**config.mk**
```make
export PLATFORM = sky130hd
export DESIGN_NAME = mrf_top
export DESIGN_NICKNAME = d
export VERILOG_FILES = /design/src/mrf_fault_gate.v /design/src/mrf_pair_buf.v /design/src/mrf_top.v
export VERILOG_INCLUDE_DIRS = /design/src
export SDC_FILE = /design/constraint.sdc
export NUM_CORES = 1
export LEC_CHECK = 0
export ABC_AREA = 0
export CAP_MARGIN = 20
export CORE_MARGIN = 2
export CORE_UTILIZATION = 40
export DETAILED_ROUTE_END_ITERATION = 16
export DONT_BUFFER_PORTS = 1
export RECOVER_POWER = 100
export SYNTH_ARGS = -nofsm -noshare
export SYNTH_HDL_FRONTEND = slang
export SYNTH_SLANG_ARGS = --single-unit
```
**constraint.sdc**
```tcl
create_clock -name clk -period 10.5 [get_ports clk]
set_input_delay 1.575 -clock clk [delete_from_list [all_inputs] [get_ports clk]]
set_output_delay 1.575 -clock clk [all_outputs]
set_load 0.02 [all_outputs]
```
**src/mrf_consts.vh**
```
// constants for the receive stream and fault gate block
// included by the fault gate and top design files; definitions only
`ifndef MRF_CONSTS_VH
`define MRF_CONSTS_VH

// management map
`define MRF_ADDR_W 11
`define MRF_CFG_ADDR 11'h300
`define MRF_CFG_RESET 32'h00000000
`define MRF_OVR_BIT 27
`define MRF_LF_BIT 28
`define MRF_RF_BIT 29

// status vector layout
`define MRF_SV_LF_BIT 0
`define MRF_SV_RF_BIT 1

// frame checks
`define MRF_MIN_FRAME 8'h40
`define MRF_BEAT_BYTES 8'h08

// ten gigabit media independent interface codes
`define MRF_XG_IDLE 8'h07
`define MRF_XG_START 8'hfb
`define MRF_XG_TERM 8'hfd
`define MRF_XG_SEQ 8'h9c
`define MRF_XG_RF_CODE 8'h02
`define MRF_XG_ZERO 8'h00

`endif

```
**src/mrf_fault_gate.v**
```verilog
// transmit fault gate of the reconciliation sublayer
// assumes mac_txd/mac_txc arrive in xgmii coding on the same clock
`timescale 1ns/1ps
`default_nettype none
`include "mrf_consts.vh"

module mrf_fault_gate (
   input wire clk,
   input wire rst_n,
   input wire override,
   input wire local_flt,
   input wire remote_flt,
   input wire [63:0] mac_txd,
   input wire [7:0] mac_txc,
   output reg [63:0] xgmii_txd,
   output reg [7:0] xgmii_txc,
   output reg dropping
);

reg has_term;
integer i;
wire sop;
wire faulted;

assign sop = mac_txc[0] && (mac_txd[7:0] == `MRF_XG_START);
assign faulted = !override && (local_flt || remote_flt);

// terminate may sit in any lane
always @*
begin
   has_term = 1'b0;
   for (i = 0; i < 8; i = i + 1)
      if (mac_txc[i] && (mac_txd[8*i +: 8] == `MRF_XG_TERM))
         has_term = 1'b1;
end

// frame swallowing holds until the frame's own terminate
always @(posedge clk or negedge rst_n)
begin
   if (!rst_n)
      dropping <= 1'b0;
   else if (!dropping && faulted && sop)
      dropping <= 1'b1;
   else if (dropping && has_term)
      dropping <= 1'b0;
end

// output select; local fault outranks remote fault
always @(posedge clk or negedge rst_n)
begin
   if (!rst_n)
   begin
      xgmii_txd <= {8{`MRF_XG_IDLE}};
      xgmii_txc <= 8'hff;
   end
   else if (override)
   begin
      xgmii_txd <= mac_txd;
      xgmii_txc <= mac_txc;
   end
   else if (local_flt)
   begin
      xgmii_txd <= {`MRF_XG_RF_CODE, `MRF_XG_ZERO, `MRF_XG_ZERO, `MRF_XG_SEQ,
                    `MRF_XG_RF_CODE, `MRF_XG_ZERO, `MRF_XG_ZERO, `MRF_XG_SEQ};
      xgmii_txc <= 8'h11;
   end
   else if (remote_flt || dropping || sop)
   begin
      // a start while clear of faults is passed here, in the inner else
      if (remote_flt || dropping)
      begin
         xgmii_txd <= {8{`MRF_XG_IDLE}};
         xgmii_txc <= 8'hff;
      end
      else
      begin
         xgmii_txd <= mac_txd;
         xgmii_txc <= mac_txc;
      end
   end
   else
   begin
      xgmii_txd <= mac_txd;
      xgmii_txc <= mac_txc;
   end
end

endmodule // mrf_fault_gate
`default_nettype wire

```
**src/mrf_pair_buf.v**
```verilog
// two-entry buffer with valid and ready on both sides
// assumes one clock and a synchronised active-low reset
`timescale 1ns/1ps
`default_nettype none

module mrf_pair_buf #(
   parameter W = 75
) (
   input wire clk,
   input wire rst_n,
   input wire in_valid,
   output reg in_ready,
   input wire [W-1:0] in_data,
   output reg out_valid,
   input wire out_ready,
   output wire [W-1:0] out_data
);

reg [W-1:0] slot [0:1];
reg wr_ptr;
reg rd_ptr;
reg [1:0] count;
reg [1:0] next_count;
wire push;
wire pop;

assign push = in_valid && in_ready;
assign pop = out_valid && out_ready;
assign out_data = slot[rd_ptr];

// occupancy; flags are registered so full and empty are exact
always @*
begin
   next_count = count;
   if (push && !pop)
      next_count = count + 2'h1;
   else if (pop && !push)
      next_count = count - 2'h1;
end

always @(posedge clk or negedge rst_n)
begin
   if (!rst_n)
   begin
      wr_ptr <= 1'b0;
      rd_ptr <= 1'b0;
      count <= 2'h0;
      in_ready <= 1'b0;
      out_valid <= 1'b0;
   end
   else
   begin
      if (push)
         wr_ptr <= ~wr_ptr;
      if (pop)
         rd_ptr <= ~rd_ptr;
      count <= next_count;
      in_ready <= (next_count != 2'h2);
      out_valid <= (next_count != 2'h0);
   end
end

// storage needs no reset, it is qualified by count
always @(posedge clk)
begin
   if (push)
      slot[wr_ptr] <= in_data;
end

endmodule // mrf_pair_buf
`default_nettype wire

```
**src/mrf_top.v**
```verilog
// receive client stream, fault status and transmit fault gate
// assumes a decoded receive byte stream and xgmii-coded transmit words on clk
`timescale 1ns/1ps
`default_nettype none
`include "mrf_consts.vh"

// Notes on behaviour
// - local fault received: send remote fault sets
// - remote fault received: send idle words
// - fault bits 28, 29 at word 0x300
// - without management: faults on status bits 0,1
// - frames during fault dropped, no error
// - override set: pass frames, ignore faults
// - 64-bit data with 8-bit lane keep
// - keep bit n marks byte lane n
// - user bit 1 good, 0 bad
// - frame beats leave on consecutive cycles
// - last and status after all checks done
// - last high one cycle per frame
// - receive path held in reset while low
// - status given before next frame data
// - bad on fcs error or under 64 bytes
module mrf_top #(
   parameter HAS_MGMT = 1
) (
   input wire clk,
   input wire reset_n,
   // decoded receive stream from the receive datapath
   input wire rxd_valid,
   output wire rxd_ready,
   input wire [63:0] rxd_data,
   input wire [7:0] rxd_keep,
   input wire rxd_last,
   input wire rxd_fcs_bad,
   input wire rxd_code_bad,
   // client receive stream
   output reg [63:0] rx_axis_tdata,
   output reg [7:0] rx_axis_tkeep,
   output reg rx_axis_tvalid,
   output reg rx_axis_tlast,
   output reg rx_axis_tuser,
   // ordered-set detector levels from the receive side
   input wire link_local_fault,
   input wire link_remote_fault,
   // transmit path
   input wire [63:0] mac_txd,
   input wire [7:0] mac_txc,
   output wire [63:0] xgmii_txd,
   output wire [7:0] xgmii_txc,
   output wire tx_dropping,
   // management access
   input wire [`MRF_ADDR_W-1:0] mgmt_addr,
   input wire mgmt_wr,
   input wire mgmt_rd,
   input wire [31:0] mgmt_wdata,
   output reg [31:0] mgmt_rdata,
   output reg mgmt_rvalid,
   output reg [1:0] status_vector
);

localparam BUF_W = 75;
// config word reset value; only its writable field is taken from it
localparam [31:0] CFG_RST = `MRF_CFG_RESET;

// reset, drain and frame tracking state
reg rst_meta;
reg rst_n_s;
reg run;
reg cfg_override;
reg flt_local;
reg flt_remote;
reg [7:0] byte_cnt;
reg [7:0] next_cnt;
reg [7:0] frame_len;
reg frame_bad;

// buffer side and unpacked beat fields
wire [BUF_W-1:0] buf_in;
wire [BUF_W-1:0] buf_out;
wire buf_valid;
wire buf_ready;
wire beat;
wire [63:0] b_data;
wire [7:0] b_keep;
wire b_last;
wire b_fcs_bad;
wire b_code_bad;
wire [31:0] cfg_word;
wire gate_override;

// management decode
reg cfg_wr;
reg [31:0] next_rdata;

// count of set keep bits, in any lane, on the final beat
function [7:0] lane_count;
   input [7:0] keep;
   integer k;
   begin
      lane_count = 8'h00;
      for (k = 0; k < 8; k = k + 1)
         if (keep[k])
            lane_count = lane_count + 8'h01;
   end
endfunction

// reset release through two flops; assertion stays asynchronous
always @(posedge clk or negedge reset_n)
begin
   if (!reset_n)
   begin
      rst_meta <= 1'b0;
      rst_n_s <= 1'b0;
   end
   else
   begin
      rst_meta <= 1'b1;
      rst_n_s <= rst_meta;
   end
end

// drain enable comes up one cycle after release so no half beat escapes
always @(posedge clk or negedge rst_n_s)
begin
   if (!rst_n_s)
      run <= 1'b0;
   else
      run <= 1'b1;
end

// receive stream passes the two-entry buffer
assign buf_in = {rxd_code_bad, rxd_fcs_bad, rxd_last, rxd_keep, rxd_data};
assign buf_ready = run;

mrf_pair_buf #(
   .W(BUF_W)
) u_rx_buf (
   .clk(clk),
   .rst_n(rst_n_s),
   .in_valid(rxd_valid),
   .in_ready(rxd_ready),
   .in_data(buf_in),
   .out_valid(buf_valid),
   .out_ready(buf_ready),
   .out_data(buf_out)
);

// unpack the buffered beat
assign b_data = buf_out[63:0];
assign b_keep = buf_out[71:64];
assign b_last = buf_out[72];
assign b_fcs_bad = buf_out[73];
assign b_code_bad = buf_out[74];
assign beat = buf_valid && buf_ready;

// running byte count, saturates once the minimum is reached
always @*
begin
   next_cnt = byte_cnt;
   frame_len = byte_cnt + lane_count(b_keep);
   if (beat)
   begin
      if (b_last)
         next_cnt = 8'h00;
      else if (byte_cnt < `MRF_MIN_FRAME)
         next_cnt = byte_cnt + `MRF_BEAT_BYTES;
   end
   frame_bad = b_fcs_bad || b_code_bad || (frame_len < `MRF_MIN_FRAME);
end

always @(posedge clk or negedge rst_n_s)
begin
   if (!rst_n_s)
      byte_cnt <= 8'h00;
   else
      byte_cnt <= next_cnt;
end

// client output stage, every output a flop
always @(posedge clk or negedge rst_n_s)
begin
   if (!rst_n_s)
   begin
      rx_axis_tdata <= 64'h0000000000000000;
      rx_axis_tkeep <= 8'h00;
      rx_axis_tvalid <= 1'b0;
      rx_axis_tlast <= 1'b0;
      rx_axis_tuser <= 1'b0;
   end
   else if (beat)
   begin
      rx_axis_tdata <= b_data;
      rx_axis_tvalid <= 1'b1;
      rx_axis_tlast <= b_last;
      if (b_last)
      begin
         rx_axis_tkeep <= b_keep;
         rx_axis_tuser <= ~frame_bad;
      end
      else
      begin
         rx_axis_tkeep <= 8'hff;
         rx_axis_tuser <= 1'b0;
      end
   end
   else
   begin
      // idle cycle: nothing qualified, last cannot stretch
      rx_axis_tvalid <= 1'b0;
      rx_axis_tlast <= 1'b0;
      rx_axis_tuser <= 1'b0;
      rx_axis_tkeep <= 8'h00;
   end
end

// fault levels registered once; the detector shares this clock
always @(posedge clk or negedge rst_n_s)
begin
   if (!rst_n_s)
   begin
      flt_local <= 1'b0;
      flt_remote <= 1'b0;
   end
   else
   begin
      flt_local <= link_local_fault;
      flt_remote <= link_remote_fault;
   end
end

// status vector carries the faults only when no management exists
always @(posedge clk or negedge rst_n_s)
begin
   if (!rst_n_s)
      status_vector <= 2'h0;
   else if (HAS_MGMT == 0)
   begin
      status_vector[`MRF_SV_LF_BIT] <= flt_local;
      status_vector[`MRF_SV_RF_BIT] <= flt_remote;
   end
   else
      status_vector <= 2'h0; // kept quiet, the config word carries them
end

// configuration word; only the override bit is writable here
assign cfg_word = {2'h0, flt_remote, flt_local, cfg_override, 27'h0000000};

// address decode; other words, or no management at all, read zero
always @*
begin
   cfg_wr = 1'b0;
   next_rdata = 32'h00000000;
   if (HAS_MGMT == 0)
      cfg_wr = 1'b0;
   else if (mgmt_addr == `MRF_CFG_ADDR)
   begin
      cfg_wr = mgmt_wr;
      if (mgmt_rd)
         next_rdata = cfg_word;
   end
   else
      next_rdata = 32'h00000000; // unmapped reads as zero
end

// read data stands only in the cycle of rvalid, zero otherwise
always @(posedge clk or negedge rst_n_s)
begin
   if (!rst_n_s)
   begin
      cfg_override <= CFG_RST[`MRF_OVR_BIT];
      mgmt_rdata <= 32'h00000000;
      mgmt_rvalid <= 1'b0;
   end
   else
   begin
      mgmt_rvalid <= mgmt_rd;
      mgmt_rdata <= next_rdata;
      if (cfg_wr)
         cfg_override <= mgmt_wdata[`MRF_OVR_BIT];
   end
end

// without management the override stays off
assign gate_override = (HAS_MGMT != 0) ? cfg_override : 1'b0;

// transmit gate works from the registered fault levels
mrf_fault_gate u_gate (
   .clk(clk),
   .rst_n(rst_n_s),
   .override(gate_override),
   .local_flt(flt_local),
   .remote_flt(flt_remote),
   .mac_txd(mac_txd),
   .mac_txc(mac_txc),
   .xgmii_txd(xgmii_txd),
   .xgmii_txc(xgmii_txc),
   .dropping(tx_dropping)
);

endmodule // mrf_top
`default_nettype wire

```
After elaboration in Yosys (flattened, before gate mapping)
Memories as Yosys holds them, arrays and structs flattened.
Index checks and enable logic that the tools add are counted.
Widths: inputs -> output; s select.
{ "classes": {"n_reduce_logical": 30, "muxes": 41, "n_eq_ne": 11, "n_addsub": 11, "bitwise_logic": 3, "magnitude_cmp": 2} }
{ "op_table": {"columns": ["cell", "n"], "rows": [
  ["$mux 64", 4],
  ["$mux 8", 14],
  ["$eq 8x8->1 const B", 9],
  ["$add 8x1->8 const B", 6],
  ["$mux 32", 1],
  ["$mux 30", 1],
  ["$mux 1", 18],
  ["$logic_and 1x1->1", 17],
  ["$lt 8x7->1 const B", 2],
  ["$eq 11x10->1 const B", 1],
  ["$add 8x4->8 const B", 1],
  ["$add 8x8->8", 1],
  ["$mux 2", 3],
  ["$reduce_bool 2->1", 3],
  ["$logic_or 1x1->1", 5],
  ["$logic_not 1->1", 4],
  ["$not 1->1", 3],
  ["$add 1x1->2 const B", 1],
  ["$add 2x1->2 const B", 1],
  ["$ne 2x2->1 const B", 1],
  ["$reduce_and 2->1", 1],
  ["$sub 2x1->2 const B", 1]
]} }
{ "totals": {"out_inout_bits": 184, "regBits": 201, "n_memories": 1, "wordCells": 121, "input_bits": 197, "mem_bits_rw": 150} }
{ "mem_list": {"columns": ["memory", "words", "word_bits", "read_ports", "rd_clocked_by_memory_dff", "write_ports", "line", "source"], "rows": [
  ["u_rx_buf.slot", 2, 75, 1, 0, 1, "mrf_pair_buf.v:19", "reg [W-1:0] slot [0:1];"]
]} }

Logic depth before layout (Yosys ltp)
Gate-level depths: netlist (run 1).
An unclocked memory read counts as a cell.
{ "depth": {"word_depth": 22, "ltp_mapped": 32, "ltp_nobuf": 28} }

Cells and area by module
A second synthesis (run 1) with hierarchy kept.
{ "hier_totals": {"cells_unflattened": 941, "hier_area_um2": 12742.2} }
{ "by_module_without_submodules": {"columns": ["mod", "cells_each", "instances", "seq_area_each_um2", "area_per_inst_um2"], "rows": [
  ["mrf_pair_buf", 261, 1, 4654.5, 5868.1],
  ["mrf_top", 459, 1, 2252.2, 4235.3],
  ["mrf_fault_gate", 221, 1, 1866.8, 2638.8]
]} }

Worst setup path after synthesis (run 1)
No wires, ideal clock.
{ "synth_path": {"path_kind": "register -> register", "start": "register u_rx_buf.rd_ptr", "end": "register rx_axis_tuser", "path_slack_ns": 4.782, "path_buffers": 5, "required_time_ns": 10.396, "t_arrival_ns": 5.615, "period_less_slack_ns": 5.718, "path_stages_with_launch": 31, "setup_ns": 0.104, "cell_sequence": "dfrtp_1 > buf_6 > buf_2 > buf_1 > buf_2 > mux2i_1 > ha_1 > buf_2 > nor2b_1 > mux2i_1 > a21boi_1 > ha_1 > nand2_1 > nand2_1 > ha_1 > nor2_1 > a311oi_1 > o21a_1 > ha_1 > nand2_1 > nand2_1 > ha_1 > nand2_1 > a311o_1 > o311a_1 > o22ai_2 > ha_1 > a21o_1 > a21oi_1 > o21ai_0 > a221oi_1"} }
{ "synth_between": {"elab_chain_len": 22, "word_cells_on_any_way": 23, "classes_between": "add/sub: 8; order compare: 1; mux: 10; bitwise: 1; reduce/logical: 2; memory: 1"} }
{ "synth_lines": {"columns": ["element", "line", "source"], "rows": [
  ["start, declared", "mrf_pair_buf.v:21", "reg rd_ptr;"],
  ["start signal, assigned", "mrf_pair_buf.v:56", "rd_ptr <= ~rd_ptr;"],
  ["$mem_v2 2x75 (*)", null, null],
  ["$mux 1", "mrf_top.v:102", "if (keep[k])"],
  ["$add 1x1->2", "mrf_top.v:103", "lane_count = lane_count + 8'h01;"],
  ["$mux 2", "mrf_top.v:102", null],
  ["$add 8x1->8", "mrf_top.v:103", null],
  ["$mux 8", "mrf_top.v:102", null],
  ["$add 8x1->8", "mrf_top.v:103", null],
  ["$mux 8", "mrf_top.v:102", null],
  ["[6 not listed]", null, null],
  ["$add 8x1->8", "mrf_top.v:103", null],
  ["$mux 8", "mrf_top.v:102", null],
  ["$add 8x8->8", "mrf_top.v:160", "frame_len = byte_cnt + lane_count(b_keep);"],
  ["$lt 8x7->1 (no source line)", null, null],
  ["$logic_or 1x1->1", "mrf_top.v:168", "frame_bad = b_fcs_bad || b_code_bad || (frame_len < `MRF_MIN_FRAME);"],
  ["$not 1->1", "mrf_top.v:198", "rx_axis_tuser <= ~frame_bad;"],
  ["$mux 1 (*)", "mrf_top.v:195", "if (b_last)"],
  ["$mux 1 (*)", "mrf_top.v:190", "else if (beat)"],
  ["end signal, assigned", "mrf_top.v:198", null],
  ["end, declared", "mrf_top.v:41", "output reg rx_axis_tuser,"]
]} }
Every way passes the cells marked *; elsewhere a longest branch is shown, timed or not.
A chain may end at the register's enable or synchronous reset.

Worst setup path in the final report (run 1)
Same ends and word-level chain as after synthesis.

==> flow_metrics.env, run 1 <==
export IMPL_postRouteAntennaNets=0
export IMPL_setup_total_negative_slack_ps=0
export IMPL_drc=0
export IMPL_chipHeight_um=179
export IMPL_maxCapViolCount=10
export IMPL_wire_per_inst_um=20.4
export IMPL_antenna_found_initial=0
export IMPL_most_common_cell_after_layout_fill_and_taps_aside="edfxtp_1"
export IMPL_cts_buffer_depth=3
export IMPL_fraction_of_synthesis_flops_using_an_asynchronous_set_or_reset_pin=0.530
export IMPL_timing_final_max_slew_violations=500
export IMPL_synth_sequential_area_ratio=0.715
export IMPL_fillerInstances=2700
export IMPL_die_area_um2=32100
export IMPL_wl_um=26800
export IMPL_portion_of_synthesized_cell_area_occupied_by_the_leading_cell_type=0.367
export IMPL_run_status="finished, violations left"
export IMPL_layout_worst_path_cycle_share=0.710
export IMPL_numClockSinks=319
export IMPL_worst_skew_pair_late_latency_ps=520
export IMPL_timing_final_hold_violations=0
export IMPL_top_level_ports=381
export IMPL_yosysWarnings=0
export IMPL_leakage_nw=5.50
export IMPL_min_path_type="flop to flop"
export IMPL_cts_root_buf="clkbuf_16"
export IMPL_yosysTopAreaCell="edfxtp_1"
export IMPL_crit_path_max_fanout=48
export IMPL_grt_max_degree=95
export IMPL_rsz_0062_raised_after_global_routing="no"
export IMPL_failed_checks="capacitance limit, slew limit"
export IMPL_grt_pass1_wl_um=38700
export IMPL_setup_violations_final=0
export IMPL_row_count=64
export IMPL_crit_end_element="flop"
export IMPL_power_density_nw_per_um2=301
export IMPL_mappedNetlistArea_um2=12300
export IMPL_buffer_ports_inserted=0
export IMPL_clkTransAtPathRegs_ps=60
export IMPL_cts_tree="done"
export IMPL_initial_core_util=0.403
export IMPL_worstPathArrival_ps=7850
export IMPL_route_vias_total=6681
export IMPL_drt_initial_drc_count=469
export IMPL_irDropWorstVdd_mv=0.162
export IMPL_synth_seq_cells=319
export IMPL_yosys_top_cells_area="edfxtp_1, dfrtp_1, dfstp_2"
export IMPL_number_of_flops_mapped_to_enable_cells_by_yosys=150
export IMPL_mostFrequentLayoutCells="edfxtp_1, dfrtp_1, nand2_1"
export IMPL_worstMarginPinSlew_ps=3570
export IMPL_tritoncts_num_buffers=34
export IMPL_h_tree_depth=2
export IMPL_core_region_area_um2=30400
export IMPL_cts_hold_buffers=0
export IMPL_gr_usage_all_layers=0.161
export IMPL_layout_min_cycle_time_ps=7450
export IMPL_mean_instance_size_in_the_synthesized_netlist_um2=14.0
export IMPL_pre_cts_slack_ps=4360
export IMPL_postLayoutSetupSlackWorst_ps=3050
export IMPL_place_gp_congestion=0.768
export IMPL_max_slew_margin=-1.38
export IMPL_finish_utilization=0.449
export IMPL_crit_start_category="flop"
export IMPL_cp_common_cell="ha_1"
export IMPL_slowest_delay_ps=1950
export IMPL_number_of_antenna_repair_diodes=0
export IMPL_finalNetCount=1098
export IMPL_cpMaxStageDelayCell="dfrtp_1"
export IMPL_timing_critical_path_required_ps=10900
export IMPL_layout_drive_gt1_share=0.0722
export IMPL_post_cts_setup_buffer_count=0
export IMPL_avgViaCountPerCell=5.10
export IMPL_drt_first_pass_iters=4
export IMPL_clock_skew_ps=14.8
export IMPL_die_w_um=179
export IMPL_areaGrowthSynthToFinish_pct=11.5
export IMPL_postSynth_topFlopCell="edfxtp_1"
export IMPL_grt_overflow_total=0
export IMPL_cts_resized=0
export IMPL_crit_type="flop to flop"
export IMPL_maxClockFrequency_mhz=134
export IMPL_synthDistinctLibCells=61
export IMPL_syn_instance_count=878
export IMPL_hpwlAfterDp_um=18000
export IMPL_via_count_of_the_first_global_routing_pass=6521
logic make-up (layout without fill, tap and decap cells):
group           after synthesis  in the layout  synth area share
other cells                   2             35          0.000612
simple gates                252            252             0.101
xor+xnor                     17             17            0.0127
buf+inv                      77             80            0.0341
mux                          82             82            0.0687
fa+ha+maj                    13             13            0.0133
compound gates              116            116            0.0544
flops                       319            319             0.715
layout make-up:
cell class | instances | area, um^2 | area share
clock inverter | 6 | 98.8 | 0.00723
sequential | 319 | 8770 | 0.641
tap | 396 | 495 | 0.0362
clock buffer | 56 | 1020 | 0.0749
inverter | 9 | 33.8 | 0.00247
multi-input combinational | 515 | 3210 | 0.235
timing repair buffer | 9 | 41.3 | 0.00302
per-stage QoR:
step                power, mW  cell area [um^2]  hold WS (ps)  cells
finish                   4.12             13700           357   1310
global placement         2.93             12600           335   1247
detailed placement       2.96             12600           346   1248
global route             4.37             13700           363   1310
floorplan                2.72             12400           331    911
CTS                      4.16             13700           359   1310
flip-flops by register name, summed over array words and instances (netlist names), 2 cells and up:
register / flops
mgmt_rdata: 3
u_gate.xgmii_txc: 8
rx_axis_tkeep: 8
rx_axis_tdata: 64
byte_cnt: 5
u_rx_buf.count: 2
u_gate.xgmii_txd: 64
u_rx_buf.slot: 150
Yosys cell counts (8+ instances only):
| cell type | count |
|---|---|
| mux2i_1 | 75 |
| clkbuf_1 | 26 |
| ha_1 | 13 |
| xnor2_1 | 12 |
| dfstp_2 | 32 |
| nand2_1 | 87 |
| dfrtp_1 | 137 |
| nor2_1 | 65 |
| inv_1 | 9 |
| buf_4 | 31 |
| a21oi_1 | 16 |
| and2_1 | 35 |
| edfxtp_1 | 150 |
| o21ai_0 | 72 |
| nand4_1 | 13 |
| a21o_1 | 8 |
path summary, 6_finish.rpt:
| path | end | depth (start not counted) | slack (ps) | from |
|---|---|---|---|---|
| min in group asynchronous | rst_n_s | 0 | 750 | reset_n |
| max reg2reg | rx_axis_tuser | 25 | 3050 | u_rx_buf.rd_ptr |
| min | rst_n_s | 0 | 360 | rst_meta |
| max in group asynchronous | u_gate.xgmii_txd[7] | 2 | 5600 | rst_n_s |
| min reg2reg | rst_n_s | 0 | 360 | rst_meta |
| max | rx_axis_tuser | 25 | 3050 | u_rx_buf.rd_ptr |
layer usage:
metal  GRT usage  vias up  wire (um)  share of wire
met1       0.192     3298       9870           0.37
met3      0.0723       55       3000           0.11
met2       0.255      269      13000           0.49
met4      0.0622        0        891          0.033
li1            -     3059          -              -
met5           0        -          0              0
critical path: cells and delay by family, from the launching register on:
kind	cells	cell delay, ps
compound gates	10	2060
flops	1	1950
fa+ha+maj	6	1890
mux	2	780
simple gates	7	640
power breakdown:
group          switching, mW  internal, mW  total (mW)
logic                  0.516         0.388       0.904
registers              0.405          1.63        2.04
clock network          0.479         0.700        1.18
total                   1.40          2.72        4.12
Note: power is estimated with default switching activity, not from simulation.
==> inputs of run 2 (changes only) <==
Settings changed: ABC_AREA 0 to 1.
Clock period 10.5 ns to 6.48 ns, I/O delays scaled along.
==> flow_metrics.env, run 2 <==
export IMPL_worstRegToRegCells=31
export IMPL_leakage_nw=5.73
export IMPL_drt_first_pass_iters=5
export IMPL_h_tree_depth=2
export IMPL_timing_critical_path_max_delay_family="simple AND/OR/NAND/NOR gates"
export IMPL_min_path_type="input pin to async pin"
export IMPL_cts_root_buf="clkbuf_16"
export IMPL_run_status="finished, violations left"
export IMPL_crit_type="flop to flop"
export IMPL_place_gp_congestion=0.784
export IMPL_crit_start_category="flop"
export IMPL_r2r_slack_ps=1050
export IMPL_tritoncts_num_buffers=36
export IMPL_layout_drive_gt1_share=0.0970
export IMPL_yosys_cell_count_top_type="edfxtp_1"
export IMPL_avgViaCountPerCell=5.02
export IMPL_drc=0
export IMPL_chipHeight_um=179
export IMPL_cp_common_cell="nand2_1"
export IMPL_yosysTopAreaCell="edfxtp_1"
export IMPL_setup_worst_path_start="u_rx_buf.rd_ptr"
export IMPL_cts_tree="done"
export IMPL_postSynth_topFlopCell="edfxtp_1"
export IMPL_max_slew_margin=-1.09
export IMPL_commonest_cells_in_the_netlist="edfxtp_1, dfrtp_1, nor2_1"
export IMPL_cts_buffer_depth=3
export IMPL_pre_cts_slack_ps=1360
export IMPL_cts_resized=0
export IMPL_antenna_found_initial=1
export IMPL_max_ffs_per_register=150
export IMPL_maxCapViolCount=8
export IMPL_clock_skew_ps=25.3
export IMPL_setup_total_negative_slack_ps=0
export IMPL_layout_min_cycle_time_ps=5430
export IMPL_finish_utilization=0.451
export IMPL_buffer_ports_inserted=0
export IMPL_grt_pass1_wl_um=42300
export IMPL_fillerInstances=2724
export IMPL_timing_rr_start="u_rx_buf.rd_ptr"
export IMPL_areaGrowthSynthToFinish_pct=11.9
export IMPL_placed_cells=1413
export IMPL_post_route_cell_area_um2=13700
export IMPL_synth_sequential_area_ratio=0.717
export IMPL_crit_path_max_fanout=12
export IMPL_mostFrequentLayoutCells="edfxtp_1, dfrtp_1, nor2_1, o21ai_0, nand2_1"
export IMPL_critical_path_buf_inv_count=6
export IMPL_multi_input_area_um2=2820
export IMPL_route_vias_total=7427
export IMPL_numClockSinks=319
export IMPL_postPlaceCellArea_um2=12600
export IMPL_worstReg2RegEnd="rx_axis_tuser"
export IMPL_timing_critical_path_required_ps=6860
export IMPL_fraction_of_synthesis_flops_using_an_asynchronous_set_or_reset_pin=0.530
export IMPL_most_common_cell_after_layout_fill_and_taps_aside="edfxtp_1"
export IMPL_core_region_area_um2=30300
export IMPL_top_level_ports=381
export IMPL_post_cts_setup_buffer_count=0
export IMPL_grt_overflow_total=0
export IMPL_finalNetCount=1265
export IMPL_clkTransAtPathRegs_ps=60
export IMPL_power_density_nw_per_um2=494
export IMPL_ff_latch_area_um2=8770
export IMPL_worstMarginPinSlew_ps=3130
export IMPL_cp_endpoint="rx_axis_tuser"
export IMPL_slowest_delay_ps=690
export IMPL_portion_of_synthesized_cell_area_occupied_by_the_leading_cell_type=0.368
export IMPL_worst_skew_pair_late_latency_ps=520
export IMPL_grt_max_degree=67
export IMPL_drt_initial_drc_count=487
export IMPL_die_area_um2=32000
export IMPL_yosys_top_cells_area="edfxtp_1, dfrtp_1, dfstp_2"
export IMPL_rsz_0062_raised_after_global_routing="no"
export IMPL_timing_final_hold_violations=0
export IMPL_max_flop_register="u_rx_buf.slot"
export IMPL_wl_um=28700
export IMPL_via_count_of_the_first_global_routing_pass=7156
export IMPL_worst_path_stages=31
export IMPL_cpMaxStageDelayCell="dfrtp_1"
export IMPL_gr_usage_all_layers=0.174
export IMPL_mean_instance_size_in_the_synthesized_netlist_um2=11.7
export IMPL_cts_hold_buffers=0
export IMPL_finalHoldWorstSlack_ps=160
export IMPL_die_w_um=179
export IMPL_syn_instance_count=1043
export IMPL_hpwlAfterDp_um=18400
export IMPL_worstPathArrival_ps=5810
export IMPL_largest_registers="u_rx_buf.slot: 150 flops, rx_axis_tdata: 64 flops, u_gate.xgmii_txd: 64 flops"
export IMPL_irDropWorstVdd_mv=0.243
export IMPL_setup_violations_final=0
export IMPL_wire_per_inst_um=19.4
export IMPL_postRouteAntennaNets=0
export IMPL_synthDistinctLibCells=35
export IMPL_initial_core_util=0.403
export IMPL_mappedNetlistArea_um2=12200
export IMPL_total_power_mw=6.77
export IMPL_postLayoutSetupSlackWorst_ps=1050
export IMPL_final_instance_count_excl_fill=1479
export IMPL_failed_checks="capacitance limit, slew limit"
export IMPL_maxClockFrequency_mhz=184
export IMPL_layout_worst_path_cycle_share=0.838
export IMPL_row_count=64
export IMPL_yosysWarnings=0
export IMPL_synth_seq_cells=319
export IMPL_timing_final_max_slew_violations=368
export IMPL_number_of_flops_mapped_to_enable_cells_by_yosys=150
export IMPL_crit_end_element="flop"
export IMPL_number_of_antenna_repair_diodes=0
run 2: cell families (layout without fill, tap and decap cells):
kind of cell / Yosys count / in the layout / share of synthesized area
other: 2 / 35 / 0.000614
buffers and inverters: 169 / 176 / 0.0626
flip-flops: 319 / 319 / 0.717
XOR/XNOR: 7 / 7 / 0.00501
AO/OA/AOI/OAI: 175 / 175 / 0.0735
AND/OR/NAND/NOR: 358 / 358 / 0.128
adder cells (fa/ha/maj): 13 / 13 / 0.0133
run 2: how the worst min path moves through the flow:
stage / endpoint / cells after the start
6_report: rst_n_s / 0
2_1_floorplan: rst_n_s / 0
3_3_place_gp: rst_n_s / 0
5_1_grt: rst_n_s / 0
4_1_cts: rst_n_s / 0
3_5_place_dp: rst_n_s / 0
run 2: metal layers:
layer	routed length [um]	track usage	vias to the layer above	share of wire
met1	11200	0.221	3655	0.39
met3	3200	0.0780	46	0.11
li1	-	-	3410	-
met5	18	0	-	0.00063
met4	657	0.0501	2	0.023
met2	13700	0.267	314	0.48
run 2: power breakdown:
group	switching, mW	internal (mW)	total, mW
Sequential	0.611	2.65	3.26
Clock	0.803	1.20	2.00
Combinational	1.05	0.454	1.50
run 2: cell type report:
cell class / count / share of cell area
flip-flops and latches: 319 / 0.641
multi-input cells: 588 / 0.206
clock buffers: 47 / 0.0718
well taps: 396 / 0.0362
inverters: 98 / 0.0269
clock inverters: 19 / 0.0140
repair buffers: 12 / 0.00448
==> inputs of run 3 (changes only) <==
Clock period 6.48 ns to 4.43 ns, I/O delays scaled along.
==> flow_metrics.env, run 3 (synthesis results as in run 2) <==
export IMPL_run_status="finished, violations left"
export IMPL_failed_checks="capacitance limit, slew limit"
export IMPL_routed_wl_met3_um=3090
export IMPL_timing_final_hold_violations=0
export IMPL_slowest_delay_ps=390
export IMPL_finalHoldWorstSlack_ps=190
export IMPL_top_level_ports=381
export IMPL_crit_path_max_fanout=5
export IMPL_total_power_mw=10.4
export IMPL_chipHeight_um=179
export IMPL_drt_initial_drc_count=354
export IMPL_layout_worst_path_cycle_share=0.936
export IMPL_core_region_area_um2=30300
export IMPL_initial_core_util=0.403
export IMPL_worstMarginPinSlew_ps=2860
export IMPL_max_flop_register="u_rx_buf.slot"
export IMPL_total_routed_wire_length_on_the_met1_layer_um=10900
export IMPL_crit_start_category="flop"
export IMPL_wire_per_inst_um=19.2
export IMPL_timing_final_max_slew_violations=331
export IMPL_grt_overflow_total=0
export IMPL_largest_registers="u_rx_buf.slot: 150 flops, rx_axis_tdata: 64 flops, u_gate.xgmii_txd: 64 flops"
export IMPL_gr_usage_all_layers=0.175
export IMPL_leakage_nw=5.85
export IMPL_h_tree_depth=2
export IMPL_die_area_um2=32000
export IMPL_place_gp_congestion=0.755
export IMPL_number_of_antenna_repair_diodes=0
export IMPL_finish_utilization=0.461
export IMPL_timing_critical_path_max_delay_family="simple AND/OR/NAND/NOR gates"
export IMPL_row_count=64
export IMPL_dr_max_layer_used="met4"
export IMPL_clock_skew_ps=25.5
export IMPL_worstPathArrival_ps=4540
export IMPL_cts_buffer_depth=3
export IMPL_cts_tree="done"
export IMPL_numClockSinks=319
export IMPL_critical_path_buf_inv_count=7
export IMPL_grt_pass1_wl_um=42400
export IMPL_tritoncts_num_buffers=35
export IMPL_timing_critical_path_required_ps=4820
export IMPL_crit_end_element="flop"
export IMPL_buffer_ports_inserted=0
export IMPL_irDropWorstVdd_mv=0.430
export IMPL_route_vias_total=7424
export IMPL_finalNetCount=1280
export IMPL_max_ffs_per_register=150
export IMPL_hold_path_depth=0
export IMPL_max_slew_margin=-0.904
export IMPL_cp_common_cell="nand2_1"
export IMPL_antenna_found_initial=0
export IMPL_most_common_cell_after_layout_fill_and_taps_aside="edfxtp_1"
export IMPL_setup_violations_final=0
export IMPL_areaGrowthSynthToFinish_pct=14.4
export IMPL_maxClockFrequency_mhz=241
export IMPL_worstRegToRegCells=33
export IMPL_wl_um=28600
export IMPL_grt_max_degree=76
export IMPL_hpwlAfterDp_um=18400
export IMPL_postRouteAntennaNets=0
export IMPL_worst_path_stages=33
export IMPL_power_density_nw_per_um2=741
export IMPL_cts_root_buf="clkbuf_16"
export IMPL_wl_met2_um=14000
export IMPL_mostFrequentLayoutCells="edfxtp_1, dfrtp_1, nor2_1, o21ai_0, nand2_1"
export IMPL_setup_worst_path_start="u_rx_buf.rd_ptr"
export IMPL_via_count_of_the_first_global_routing_pass=7377
export IMPL_worst_skew_pair_late_latency_ps=510
export IMPL_clkTransAtPathRegs_ps=60
export IMPL_crit_type="flop to flop"
export IMPL_timing_rr_start="u_rx_buf.rd_ptr"
export IMPL_avgViaCountPerCell=4.97
export IMPL_startpoint_of_the_worst_hold_path="mgmt_rd"
export IMPL_maxCapViolCount=5
export IMPL_die_w_um=179
export IMPL_layout_drive_gt1_share=0.145
export IMPL_cpMaxStageDelayCell="dfrtp_2"
export IMPL_drt_first_pass_iters=5
export IMPL_min_path_type="input pin to flop"
export IMPL_drc=0
export IMPL_layout_min_cycle_time_ps=4150
run 3: through the flow:
step	TNS, ps	instance area, um^2	instances	setup WS, ps
final	0	14000	1493	282
after CTS	0	13900	1489	2.42
after global placement	0	12700	1424	80.8
after global routing	-24.3	14000	1493	-24.3
after detailed placement	0	12700	1424	13.2
after floorplan	0	12400	1076	6.03
run 3: report_power, final:
| group | internal, mW | switching, mW |
|---|---|---|
| clock network | 1.81 | 1.17 |
| logic | 0.932 | 1.69 |
| registers | 3.88 | 0.879 |
run 3: what timing repair did:
| action | in CTS | in global routing |
|---|---|---|
| setup buffers | 0 | 3 |
| resized for setup | 0 | 25 |
| hold buffers | 1 | 0 |
| setup endpoints to repair | 0 | 1 |
| endpoints found under the hold margin | 2 | 0 |
run 3: area by class of cell:
type / instances / area, um^2
Sequential cell: 319 / 8770
Clock buffer: 47 / 982
Inverter: 98 / 370
Multi-Input combinational cell: 588 / 2940
Clock inverter: 17 / 219
Fill cell: 2715 / 16400
Timing Repair Buffer: 28 / 210
Tap cell: 396 / 495
run 3: routing by layer:
layer  up-vias  global-route usage
met5         -                   0
met4         0              0.0532
met3        51              0.0729
met2       310               0.286
met1      3611               0.210
li1       3452                   -
run 3: worst paths after layout:
path                       slack, ps               to
setup reg to reg                 280    rx_axis_tuser
setup / recovery                 280    rx_axis_tuser
hold reg to reg                  360          rst_n_s
min in group asynchronous        400         rst_meta
hold / removal                   190      mgmt_rvalid
max in group asynchronous        830  u_rx_buf.rd_ptr
